**config.mk**
```make
export PLATFORM = sky130hd
export DESIGN_NAME = scpp_top
export DESIGN_NICKNAME = d
export VERILOG_FILES = /design/src/scpp_pkg.sv /design/src/scpp_edge_qual.sv /design/src/scpp_sync2.sv /design/src/scpp_top.sv
export SDC_FILE = /design/constraint.sdc
export NUM_CORES = 1
export LEC_CHECK = 0
export ABC_CLOCK_PERIOD_IN_PS = 1700
export BUFFER_PORTS_ARGS = -buffer_cell sky130_fd_sc_hd__buf_2
export CAP_MARGIN = 30
export CORE_MARGIN = 4
export CORE_UTILIZATION = 45
export CTS_CLUSTER_SIZE = 40
export DETAILED_ROUTE_END_ITERATION = 8
export PLACE_DENSITY = 0.75
export SYNTH_ARGS = -nofsm -noshare
export SYNTH_HDL_FRONTEND = slang
export SYNTH_SLANG_ARGS = --single-unit
```
**constraint.sdc**
```tcl
create_clock -name clk_sys -period 1.7 [get_ports clk_sys]
set_clock_uncertainty 0.15 [all_clocks]
set_input_delay 0.34 -clock clk_sys [delete_from_list [all_inputs] [get_ports clk_sys]]
set_output_delay 0.34 -clock clk_sys [all_outputs]
set_load 0.01 [all_outputs]
```
**src/scpp_pkg.sv**
```systemverilog
// Constants, types and register map of the slow clock and pin power block.
//
// Overview of operation
// Firmware recovery writes clock configuration 04h.
// Enables pick disabled, crystal or external clock.
// Internal oscillator alone keeps running rail off.
// Emulation set gates internal clock rail off.
// All enables set: external primary, switched source.
// Switched source falls back on loss or rail.
// Switched source, rail off: emulation gates internal.
// Power bit zero: follow GPIO, tristate rail off.
// Bit one set: battery output from own bit.
// Bit zero set: control output from battery logic.
// Return to external after several good edges.
// Automatic failover only while main rail powered.
// Reserved power bits read zero, ignore writes.
package scpp_pkg;

   // ----------------------------------------------------------------
   // Register byte addresses.
   // ----------------------------------------------------------------
   localparam int ADDR_W = 8;
   localparam logic [7:0] ADDR_CLK_CFG = 8'h08;
   localparam logic [7:0] ADDR_PIN_PWR = 8'h18;
   localparam logic [7:0] ADDR_BAT_OUT = 8'h20;
   localparam logic [7:0] ADDR_STATUS = 8'h24;

   // ----------------------------------------------------------------
   // Clock configuration fields.
   // ----------------------------------------------------------------
   localparam int CFG_W = 6;
   localparam int CFG_XTAL_BYPASS = 0;
   localparam int CFG_EXT_EN = 1;
   localparam int CFG_INT_EN = 2;
   localparam int CFG_RAIL_EMUL = 3;
   localparam int CFG_FAIL_DIS = 4;
   localparam int CFG_REF_SEL = 5;
   localparam logic [5:0] CFG_RESET = 6'h00;
   localparam logic [5:0] CFG_BOOT_SAFE = 6'h04;

   // ----------------------------------------------------------------
   // Pin power source and battery output fields.
   // ----------------------------------------------------------------
   localparam int PWR_W = 2;
   localparam int PWR_CTRL_OUT = 0;
   localparam int PWR_GEN_OUT = 1;
   localparam logic [1:0] PWR_RESET = 2'h3;
   localparam logic BAT_OUT_RESET = 1'b0;

   // ----------------------------------------------------------------
   // Status fields.
   // ----------------------------------------------------------------
   localparam int ST_SRC_LO = 0;
   localparam int ST_EXT_ALIVE = 2;
   localparam int ST_RAIL = 3;
   localparam int ST_INT_RUN = 4;

   // ----------------------------------------------------------------
   // Bus answers and timing.
   // ----------------------------------------------------------------
   localparam logic [1:0] RESP_OKAY = 2'h0;
   localparam logic [1:0] RESP_SLVERR = 2'h2;
   localparam int CLK_PERIOD_PS = 5000;
   localparam int EXT_LOSS_NS = 100000;
   localparam int EXT_LOSS_CYC = (EXT_LOSS_NS * 1000) / CLK_PERIOD_PS;
   localparam int GAP_W = 16;
   localparam logic [2:0] GOOD_EDGES = 3'h4;

   // Selected slow clock source.
   typedef enum logic [1:0] {
      SRC_OFF,
      SRC_XTAL,
      SRC_EXT,
      SRC_INT
   } scpp_src_t;

endpackage : scpp_pkg

```
**src/scpp_edge_qual.sv**
```systemverilog
// Activity monitor for the single-ended external slow clock.
`timescale 1ns/1ps
`default_nettype none
module scpp_edge_qual
   import scpp_pkg::*;
#(
   parameter logic [15:0] LOSS_CYC = 16'(EXT_LOSS_CYC)
) (
   input wire logic clk_sys,
   input wire logic rstn,
   input wire logic extLevel,
   output logic extAlive
);
   logic prev_q, prev_d;
   logic [GAP_W-1:0] gap_q, gap_d;
   logic [2:0] good_q, good_d;
   logic alive_q, alive_d;
   logic rise;

   // A gap longer than the loss time declares the clock stopped; the
   // clock is trusted again only after a run of closely spaced edges.
   always_comb begin
      prev_d = extLevel;
      rise = extLevel && !prev_q;
      gap_d = gap_q;
      good_d = good_q;
      alive_d = alive_q;
      if (rise) begin
         gap_d = '0;
         if (good_q != GOOD_EDGES) begin
            good_d = good_q + 3'h1;
         end
         if (good_q == GOOD_EDGES - 3'h1) begin
            alive_d = 1'b1;
         end
      end else if (gap_q > LOSS_CYC) begin
         good_d = '0;
         alive_d = 1'b0;
      end else begin
         gap_d = gap_q + 16'h0001;
      end
   end

   // State registers.
   always_ff @(posedge clk_sys) begin
      if (!rstn) begin
         prev_q <= 1'b0;
         gap_q <= '0;
         good_q <= '0;
         alive_q <= 1'b0;
      end else begin
         prev_q <= prev_d;
         gap_q <= gap_d;
         good_q <= good_d;
         alive_q <= alive_d;
      end
   end

   assign extAlive = alive_q;
endmodule : scpp_edge_qual
`default_nettype wire

```
**src/scpp_sync2.sv**
```systemverilog
// Two flip-flop synchroniser for asynchronous levels.
`timescale 1ns/1ps
`default_nettype none
module scpp_sync2 #(
   parameter int W = 1
) (
   input wire logic clk_sys,
   input wire logic rstn,
   input wire logic [W-1:0] asyncIn,
   output logic [W-1:0] syncOut
);
   logic [W-1:0] meta_q;
   logic [W-1:0] meta_d;
   logic [W-1:0] stable_q;
   logic [W-1:0] stable_d;

   // The first stage feeds only the second stage.
   always_comb begin
      meta_d = asyncIn;
      stable_d = meta_q;
   end

   // Both stages clear on reset.
   always_ff @(posedge clk_sys) begin
      if (!rstn) begin
         meta_q <= '0;
         stable_q <= '0;
      end else begin
         meta_q <= meta_d;
         stable_q <= stable_d;
      end
   end

   assign syncOut = stable_q;
endmodule : scpp_sync2
`default_nettype wire

```
**src/scpp_top.sv**
```systemverilog
// Slow clock source selection and pin power source control with AXI4-Lite.
//
// Design decision made here: the AXI4-Lite register port.
`timescale 1ns/1ps
`default_nettype none
module scpp_top
   import scpp_pkg::*;
#(
   parameter logic [15:0] LOSS_CYC = 16'(EXT_LOSS_CYC)
) (
   input wire logic clk_sys,
   input wire logic rstn,
   input wire logic [scpp_pkg::ADDR_W-1:0] s_axi_awaddr,
   input wire logic s_axi_awvalid,
   output logic s_axi_awready,
   input wire logic [31:0] s_axi_wdata,
   input wire logic [3:0] s_axi_wstrb,
   input wire logic s_axi_wvalid,
   output logic s_axi_wready,
   output logic [1:0] s_axi_bresp,
   output logic s_axi_bvalid,
   input wire logic s_axi_bready,
   input wire logic [scpp_pkg::ADDR_W-1:0] s_axi_araddr,
   input wire logic s_axi_arvalid,
   output logic s_axi_arready,
   output logic [31:0] s_axi_rdata,
   output logic [1:0] s_axi_rresp,
   output logic s_axi_rvalid,
   input wire logic s_axi_rready,
   input wire logic xtalClkIn,
   input wire logic extClkIn,
   input wire logic intOscClkIn,
   input wire logic mainRailGood,
   input wire logic gpioGenOutLevel,
   input wire logic gpioCtrlOutLevel,
   input wire logic ctrlLogicLevel,
   output logic slowClk,
   output scpp_pkg::scpp_src_t slowClkSrc,
   output logic intOscEnable,
   output logic xtalOscEnable,
   output logic refSelectSwitched,
   output logic genOutPin,
   output logic genOutPinOe,
   output logic ctrlOutPin,
   output logic ctrlOutPinOe
);
   // ----------------------------------------------------------------
   // Input synchronisation.
   // ----------------------------------------------------------------
   logic [3:0] pinSync;
   logic xtalS, extS, intS, railS;
   logic extAlive;

   // Clock pins and the rail monitor come from outside this domain.
   scpp_sync2 #(
      .W(4)
   ) u_sync (
      .clk_sys(clk_sys),
      .rstn(rstn),
      .asyncIn({mainRailGood, intOscClkIn, extClkIn, xtalClkIn}),
      .syncOut(pinSync)
   );

   assign xtalS = pinSync[0];
   assign extS = pinSync[1];
   assign intS = pinSync[2];
   assign railS = pinSync[3];

   // Watch the single-ended clock for loss and for recovery.
   scpp_edge_qual #(
      .LOSS_CYC(LOSS_CYC)
   ) u_qual (
      .clk_sys(clk_sys),
      .rstn(rstn),
      .extLevel(extS),
      .extAlive(extAlive)
   );

   // ----------------------------------------------------------------
   // Registers and AXI4-Lite slave.
   // ----------------------------------------------------------------
   logic [CFG_W-1:0] cfg_q, cfg_d;
   logic [PWR_W-1:0] pwr_q, pwr_d;
   logic batOut_q, batOut_d;
   logic awHeld_q, awHeld_d;
   logic wHeld_q, wHeld_d;
   logic [ADDR_W-1:0] awAddr_q, awAddr_d;
   logic [31:0] wData_q, wData_d;
   logic [3:0] wStrb_q, wStrb_d;
   logic bValid_q, bValid_d;
   logic [1:0] bResp_q, bResp_d;
   logic rValid_q, rValid_d;
   logic [31:0] rData_q, rData_d;
   logic [1:0] rResp_q, rResp_d;
   logic [31:0] statusWord;

   // True for any address that holds a register.
   function automatic logic isMapped(input logic [ADDR_W-1:0] a);
      isMapped = (a == ADDR_CLK_CFG) || (a == ADDR_PIN_PWR) ||
                 (a == ADDR_BAT_OUT) || (a == ADDR_STATUS);
   endfunction : isMapped

   // Address and data are each held until the other arrives.
   assign s_axi_awready = !awHeld_q && !bValid_q;
   assign s_axi_wready = !wHeld_q && !bValid_q;
   assign s_axi_arready = !rValid_q;

   // Write path: capture channels, commit once both are held.
   always_comb begin
      awHeld_d = awHeld_q;
      wHeld_d = wHeld_q;
      awAddr_d = awAddr_q;
      wData_d = wData_q;
      wStrb_d = wStrb_q;
      bValid_d = bValid_q;
      bResp_d = bResp_q;
      cfg_d = cfg_q;
      pwr_d = pwr_q;
      batOut_d = batOut_q;
      if (s_axi_awvalid && s_axi_awready) begin
         awHeld_d = 1'b1;
         awAddr_d = s_axi_awaddr;
      end
      if (s_axi_wvalid && s_axi_wready) begin
         wHeld_d = 1'b1;
         wData_d = s_axi_wdata;
         wStrb_d = s_axi_wstrb;
      end
      if (awHeld_q && wHeld_q) begin
         awHeld_d = 1'b0;
         wHeld_d = 1'b0;
         bValid_d = 1'b1;
         bResp_d = isMapped(awAddr_q) ? RESP_OKAY : RESP_SLVERR;
         if (wStrb_q[0]) begin
            case (awAddr_q)
               ADDR_CLK_CFG: begin
                  cfg_d = wData_q[CFG_W-1:0];
               end
               ADDR_PIN_PWR: begin
                  pwr_d = wData_q[PWR_W-1:0];
               end
               ADDR_BAT_OUT: begin
                  batOut_d = wData_q[0];
               end
               default: begin
                  cfg_d = cfg_q;
               end
            endcase
         end
      end else if (bValid_q && s_axi_bready) begin
         bValid_d = 1'b0;
      end
   end

   // Status word gathers the live selection state.
   always_comb begin
      statusWord = '0;
      statusWord[ST_SRC_LO +: 2] = slowClkSrc;
      statusWord[ST_EXT_ALIVE] = extAlive;
      statusWord[ST_RAIL] = railS;
      statusWord[ST_INT_RUN] = intOscEnable;
   end

   // Read path: one cycle from address to data.
   always_comb begin
      rValid_d = rValid_q;
      rData_d = rData_q;
      rResp_d = rResp_q;
      if (s_axi_arvalid && s_axi_arready) begin
         rValid_d = 1'b1;
         rData_d = '0;
         rResp_d = RESP_OKAY;
         case (s_axi_araddr)
            ADDR_CLK_CFG: begin
               rData_d[CFG_W-1:0] = cfg_q;
            end
            ADDR_PIN_PWR: begin
               rData_d[PWR_W-1:0] = pwr_q;
            end
            ADDR_BAT_OUT: begin
               rData_d[0] = batOut_q;
            end
            ADDR_STATUS: begin
               rData_d = statusWord;
            end
            default: begin
               rResp_d = RESP_SLVERR;
            end
         endcase
      end else if (rValid_q && s_axi_rready) begin
         rValid_d = 1'b0;
      end
   end

   // Register and bus state.
   always_ff @(posedge clk_sys) begin
      if (!rstn) begin
         cfg_q <= CFG_RESET;
         pwr_q <= PWR_RESET;
         batOut_q <= BAT_OUT_RESET;
         awHeld_q <= 1'b0;
         wHeld_q <= 1'b0;
         awAddr_q <= '0;
         wData_q <= '0;
         wStrb_q <= '0;
         bValid_q <= 1'b0;
         bResp_q <= RESP_OKAY;
         rValid_q <= 1'b0;
         rData_q <= '0;
         rResp_q <= RESP_OKAY;
      end else begin
         cfg_q <= cfg_d;
         pwr_q <= pwr_d;
         batOut_q <= batOut_d;
         awHeld_q <= awHeld_d;
         wHeld_q <= wHeld_d;
         awAddr_q <= awAddr_d;
         wData_q <= wData_d;
         wStrb_q <= wStrb_d;
         bValid_q <= bValid_d;
         bResp_q <= bResp_d;
         rValid_q <= rValid_d;
         rData_q <= rData_d;
         rResp_q <= rResp_d;
      end
   end

   assign s_axi_bvalid = bValid_q;
   assign s_axi_bresp = bResp_q;
   assign s_axi_rvalid = rValid_q;
   assign s_axi_rdata = rData_q;
   assign s_axi_rresp = rResp_q;

   // ----------------------------------------------------------------
   // Slow clock source selection.
   // ----------------------------------------------------------------
   scpp_src_t src_q, src_d;
   logic intRun_q, intRun_d;
   logic xtalEn_q, xtalEn_d;
   logic slowClk_q, slowClk_d;
   logic refSel_q, refSel_d;
   logic bypass, extEn, intEn, emul, failDis, switched, intGated;

   assign bypass = cfg_q[CFG_XTAL_BYPASS];
   assign extEn = cfg_q[CFG_EXT_EN];
   assign intEn = cfg_q[CFG_INT_EN];
   assign emul = cfg_q[CFG_RAIL_EMUL];
   assign failDis = cfg_q[CFG_FAIL_DIS];
   assign switched = bypass && extEn && intEn && !failDis;
   // With emulation set the internal clock dies with the rail.
   assign intGated = emul && !railS;

   // Decode the enables into a source and oscillator enables.
   always_comb begin
      src_d = SRC_OFF;
      intRun_d = 1'b0;
      xtalEn_d = 1'b0;
      if (extEn && !bypass) begin
         src_d = SRC_XTAL;
         xtalEn_d = 1'b1;
      end else if (switched) begin
         // Fall back on loss or rail off; switch only with rail on.
         if (railS && extAlive) begin
            src_d = SRC_EXT;
         end else begin
            src_d = intGated ? SRC_OFF : SRC_INT;
         end
         intRun_d = !intGated;
      end else if (extEn) begin
         src_d = SRC_EXT;
      end else if (intEn) begin
         src_d = intGated ? SRC_OFF : SRC_INT;
         intRun_d = !intGated;
      end
      case (src_q)
         SRC_XTAL: slowClk_d = xtalS;
         SRC_EXT: slowClk_d = extS;
         SRC_INT: slowClk_d = intS;
         default: slowClk_d = 1'b0;
      endcase
      refSel_d = cfg_q[CFG_REF_SEL];
   end

   // Clock selection state.
   always_ff @(posedge clk_sys) begin
      if (!rstn) begin
         src_q <= SRC_OFF;
         intRun_q <= 1'b0;
         xtalEn_q <= 1'b0;
         slowClk_q <= 1'b0;
         refSel_q <= 1'b0;
      end else begin
         src_q <= src_d;
         intRun_q <= intRun_d;
         xtalEn_q <= xtalEn_d;
         slowClk_q <= slowClk_d;
         refSel_q <= refSel_d;
      end
   end

   assign slowClkSrc = src_q;
   assign intOscEnable = intRun_q;
   assign xtalOscEnable = xtalEn_q;
   assign slowClk = slowClk_q;
   assign refSelectSwitched = refSel_q;

   // ----------------------------------------------------------------
   // Pin power source.
   // ----------------------------------------------------------------
   logic genOut_q, genOut_d, genOe_q, genOe_d;
   logic ctrlOut_q, ctrlOut_d, ctrlOe_q, ctrlOe_d;

   // Battery powered pins always drive; rail powered ones float off.
   always_comb begin
      if (pwr_q[PWR_GEN_OUT]) begin
         genOut_d = batOut_q;
         genOe_d = 1'b1;
      end else begin
         genOut_d = gpioGenOutLevel;
         genOe_d = railS;
      end
      if (pwr_q[PWR_CTRL_OUT]) begin
         ctrlOut_d = ctrlLogicLevel;
         ctrlOe_d = 1'b1;
      end else begin
         ctrlOut_d = gpioCtrlOutLevel;
         ctrlOe_d = railS;
      end
   end

   // Pin output registers.
   always_ff @(posedge clk_sys) begin
      if (!rstn) begin
         genOut_q <= 1'b0;
         genOe_q <= 1'b0;
         ctrlOut_q <= 1'b0;
         ctrlOe_q <= 1'b0;
      end else begin
         genOut_q <= genOut_d;
         genOe_q <= genOe_d;
         ctrlOut_q <= ctrlOut_d;
         ctrlOe_q <= ctrlOe_d;
      end
   end

   assign genOutPin = genOut_q;
   assign genOutPinOe = genOe_q;
   assign ctrlOutPin = ctrlOut_q;
   assign ctrlOutPinOe = ctrlOe_q;
endmodule : scpp_top
`default_nettype wire

```
==> results.py <==
metrics = {
    "run_status": {
        "status": "finished, violations left",
        "violations": "setup timing",
    },
    "synth": {
        "seq_area_frac_synth": 0.4318,
        "syn_area_sq_mm": 0.003477,
        "yosys.cell_count.top_type": "dfxtp_1",
        "synth.area.top_cells": "dfxtp_1 43%, mux2i_1 7.5%, buf_4 6.0%, nand2_1 4.9%, nor2_1 3.6%",
        "yosysWarnings": 0,
        "synth-main-ff-cell": "dfxtp_1",
        "yosys.area.top_type": "dfxtp_1",
        "synth_edf_count": 0,
        "synth.distinct_cells": 57,
        "ys_ff_latch": 75,
        "async_flop_share": 0,
        "synthTopCellsByCount": "75 x dfxtp_1, 45 x nand2_1, 33 x nor2_1, 28 x buf_4, 26 x mux2i_1",
        "avgSynthCellArea_sq_um": 9.102,
        "synth_top_area_share": 0.4318,
        "synthCells": 382,
    },
    "routing": {
        "via_per_inst": 5.018,
        "ant_nets": 0,
        "wl_per_cell_um": 13.45,
        "drtPass1Iterations": 4,
        "drtIter0Drc": 131,
        "wl_mm": 7.639,
        "vias": 2850,
        "post-route-drc-count": 0,
    },
    "die": {
        "die_area_sq_mm": 0.009197,
        "fp.dieW_um": 95.90,
        "io_pins": 117,
        "core_sq_mm": 0.007370,
        "start_util": 0.4718,
        "rows": 31,
        "die_h_um": 95.90,
    },
    "power_and_ir_drop": {
        "p_leak_nw": 1.760,
        "power.density_mw_per_mm2": 829.0,
        "ir_drop_v": 0.0005761,
    },
    "timing": {
        "setup-tns-final_ns": -0.04269,
        "rsz0062_at_grt": "true",
        "drv_slew": 0,
        "whs_ns": 0.03836,
        "finalSetupViolations": 1,
        "hold_violations": 0,
        "fmax_ghz": 0.5738,
        "setup_slack_ns": -0.04269,
        "fin_crit_sh": 1.025,
        "period_needed_ns": 1.743,
    },
    "layout": {
        "n_antenna_cell": 0,
        "drive_above_1_share": 0.2814,
        "finalNetCount": 535,
        "design_area_sq_mm": 0.004174,
        "area_delta_synth_final_pct": 20.04,
    },
    "critical_path": {
        "critPathRequiredTime_ns": 1.82,
        "end_kind": "flop",
        "r2r_slack_ns": -0.04,
        "reg2reg_from": "u_qual.gap_q[2]",
        "worstPathCellList": "nor3_1 -> nand4_4 -> a211oi_1 -> mux2i_1",
        "crit_fanout": 10,
        "max_stage_delay_ns": 0.36,
        "worstSetupPathType": "flop to flop",
        "cp_slowest_cell": "nor3_1",
        "start_kind": "flop",
        "r2r_cells": 4,
        "timing.rr.end": "u_qual.gap_q[6]",
        "crit_arrival_ns": 1.87,
    },
    "hold_path": {
        "min_to": "u_sync.meta_q[2]",
        "min_from": "intOscClkIn",
        "hold_class": "input pin to flop",
        "hold_depth": 2,
    },
    "placed_design": {
        "routabilityCongestion": 0.8249,
        "dp_hpwl_mm": 5.574,
        "pre_cts_slack_ns": -0.04256,
        "io_buffers": 59,
        "postPlaceCellArea_sq_mm": 0.003896,
    },
    "clock_tree": {
        "cts_sinks": 75,
        "htree_num_levels": 3,
        "clkTransAtPathRegs_ns": 0.08,
        "clock_latency_ns": 0.35,
        "cts_buffer_depth": 2,
        "cts_buffers": 9,
        "cts_tree": "yes",
        "cts-root-buf": "clkbuf_8",
        "holdBufCountCts": 0,
    },
    "grt": {
        "grt_pass1_wl_mm": 12.38,
        "grt_pass1_vias": 2679,
        "grt_max_degree": 33,
        "grt_antenna_before_repair": 0,
        "gr-total-overflow": 0,
        "grt_usage": 0.1737,
    },
    "flow_run": {
        "drv_cap": 0,
    },
}
[worst max-delay path: cells and delay by family, from the launching register on]
family | cells | cell delay [ns]
DFF | 1 | 0.35
and+or+nand+nor | 2 | 0.61
muxes | 1 | 0.21
AOI/OAI and AO/OA | 1 | 0.35
[registers in the layout, summed over array words and instances, names as in the netlist, 2 cells and up]
signal / count
cfg_q: 6
u_sync.syncOut: 4
awAddr_q: 8
slowClkSrc: 2
u_qual.gap_q: 16
s_axi_rdata: 6
pwr_q: 2
u_sync.meta_q: 4
u_qual.good_q: 3
wData_q: 6
[kinds of logic after synthesis]
kind of cell / Yosys count / share of synthesized area
and+or+nand+nor: 145 / 0.2317
DFF: 75 / 0.4318
AOI/OAI and AO/OA: 71 / 0.1443
buffers and inverters: 57 / 0.09176
muxes: 28 / 0.08132
adders and majority gates: 5 / 0.01799
other: 1 / 0.001078
[worst max-delay path by stage]
| stage | start | endpoint |
|---|---|---|
| final | u_qual.gap_q[2] | u_qual.gap_q[6] |
| after global routing | u_qual.gap_q[2] | u_qual.gap_q[6] |
| after CTS | u_qual.gap_q[7] | u_qual.gap_q[11] |
| after detailed placement | u_qual.gap_q[0] | u_qual.gap_q[4] |
| after global placement | s_axi_araddr[1] | s_axi_rdata[5] |
| after floorplan | u_qual.gap_q[1] | u_qual.gap_q[4] |
[layout make-up]
| type | count | area [sq um] |
|---|---|---|
| Fill cell | 660 | 3196 |
| Multi-Input combinational cell | 277 | 1800 |
| Sequential cell | 75 | 1514 |
| Timing Repair Buffer | 83 | 488.0 |
| Clock buffer | 9 | 123.9 |
| Tap cell | 99 | 123.9 |
| Inverter | 18 | 67.56 |
| Clock inverter | 7 | 56.30 |
[stage by stage]
step	util	cells	total power, mW
final	0.5664	568	3.460
after global routing	0.5664	568	3.641
after CTS	0.5584	564	3.507
after detailed placement	0.5287	548	2.230
after global placement	0.5287	548	2.216
after floorplan	-	409	2.138
[cell usage in the layout, fill, tap and decap left out, types with 2 or more instances in the layout]
cell      Yosys  routed
o21ai_0       9       9
nor2b_1       2       2
nand4_4       2       2
a21oi_1      24      23
inv_6         0       3
mux2_2        2       2
nor3_4        2       2
a211o_1       2       2
nand4_1       3       3
a41o_1        3       3
nand2_1      45      45
clkinv_2      0       2
nand3_1       6       5
nor2_1       33      33
a22o_1        3       3
buf_2         0      59
buf_4        28      23
nand3_2       1       2
nor3_1        6       5
or4_1         6       6
dfxtp_1      75      65
ha_1          5       4
a211oi_1      5       5
inv_1        17      17
and2_1       12      12
a21oi_2       2       2
nand2b_1      7       7
or3_1         4       4
mux2i_1      26      26
a22oi_1       5       5
or3b_2        2       2
and3_1        4       4
conb_1        1      28
dfxtp_2       0      10
o31ai_1       5       5
clkbuf_8      0       9
[per-layer routing]
metal,track usage,routed length [um],vias to the layer above
li1,-,-,1446
met1,0.2104,3234,1312
met2,0.2970,3826,85
met3,0.05004,485,7
met4,0.05332,93,0
met5,0,0,-
[power breakdown]
group / total (mW) / leakage (nW) / internal (mW) / switching (mW)
logic: 0.348 / 1.05 / 0.148 / 0.200
clock network: 1.26 / 0.0963 / 0.552 / 0.707
registers: 1.85 / 0.616 / 1.81 / 0.0413
total: 3.46 / 1.76 / 2.51 / 0.948
[repair_timing]
| item | 4_1_cts | 5_1_grt |
|---|---|---|
| setup buffers | 0 | 4 |
| setup endpoints to repair | 12 | 21 |
| resized for setup | 9 | 8 |
| pin swaps | 2 | 3 |
Power figures use the tool's default switching activity.
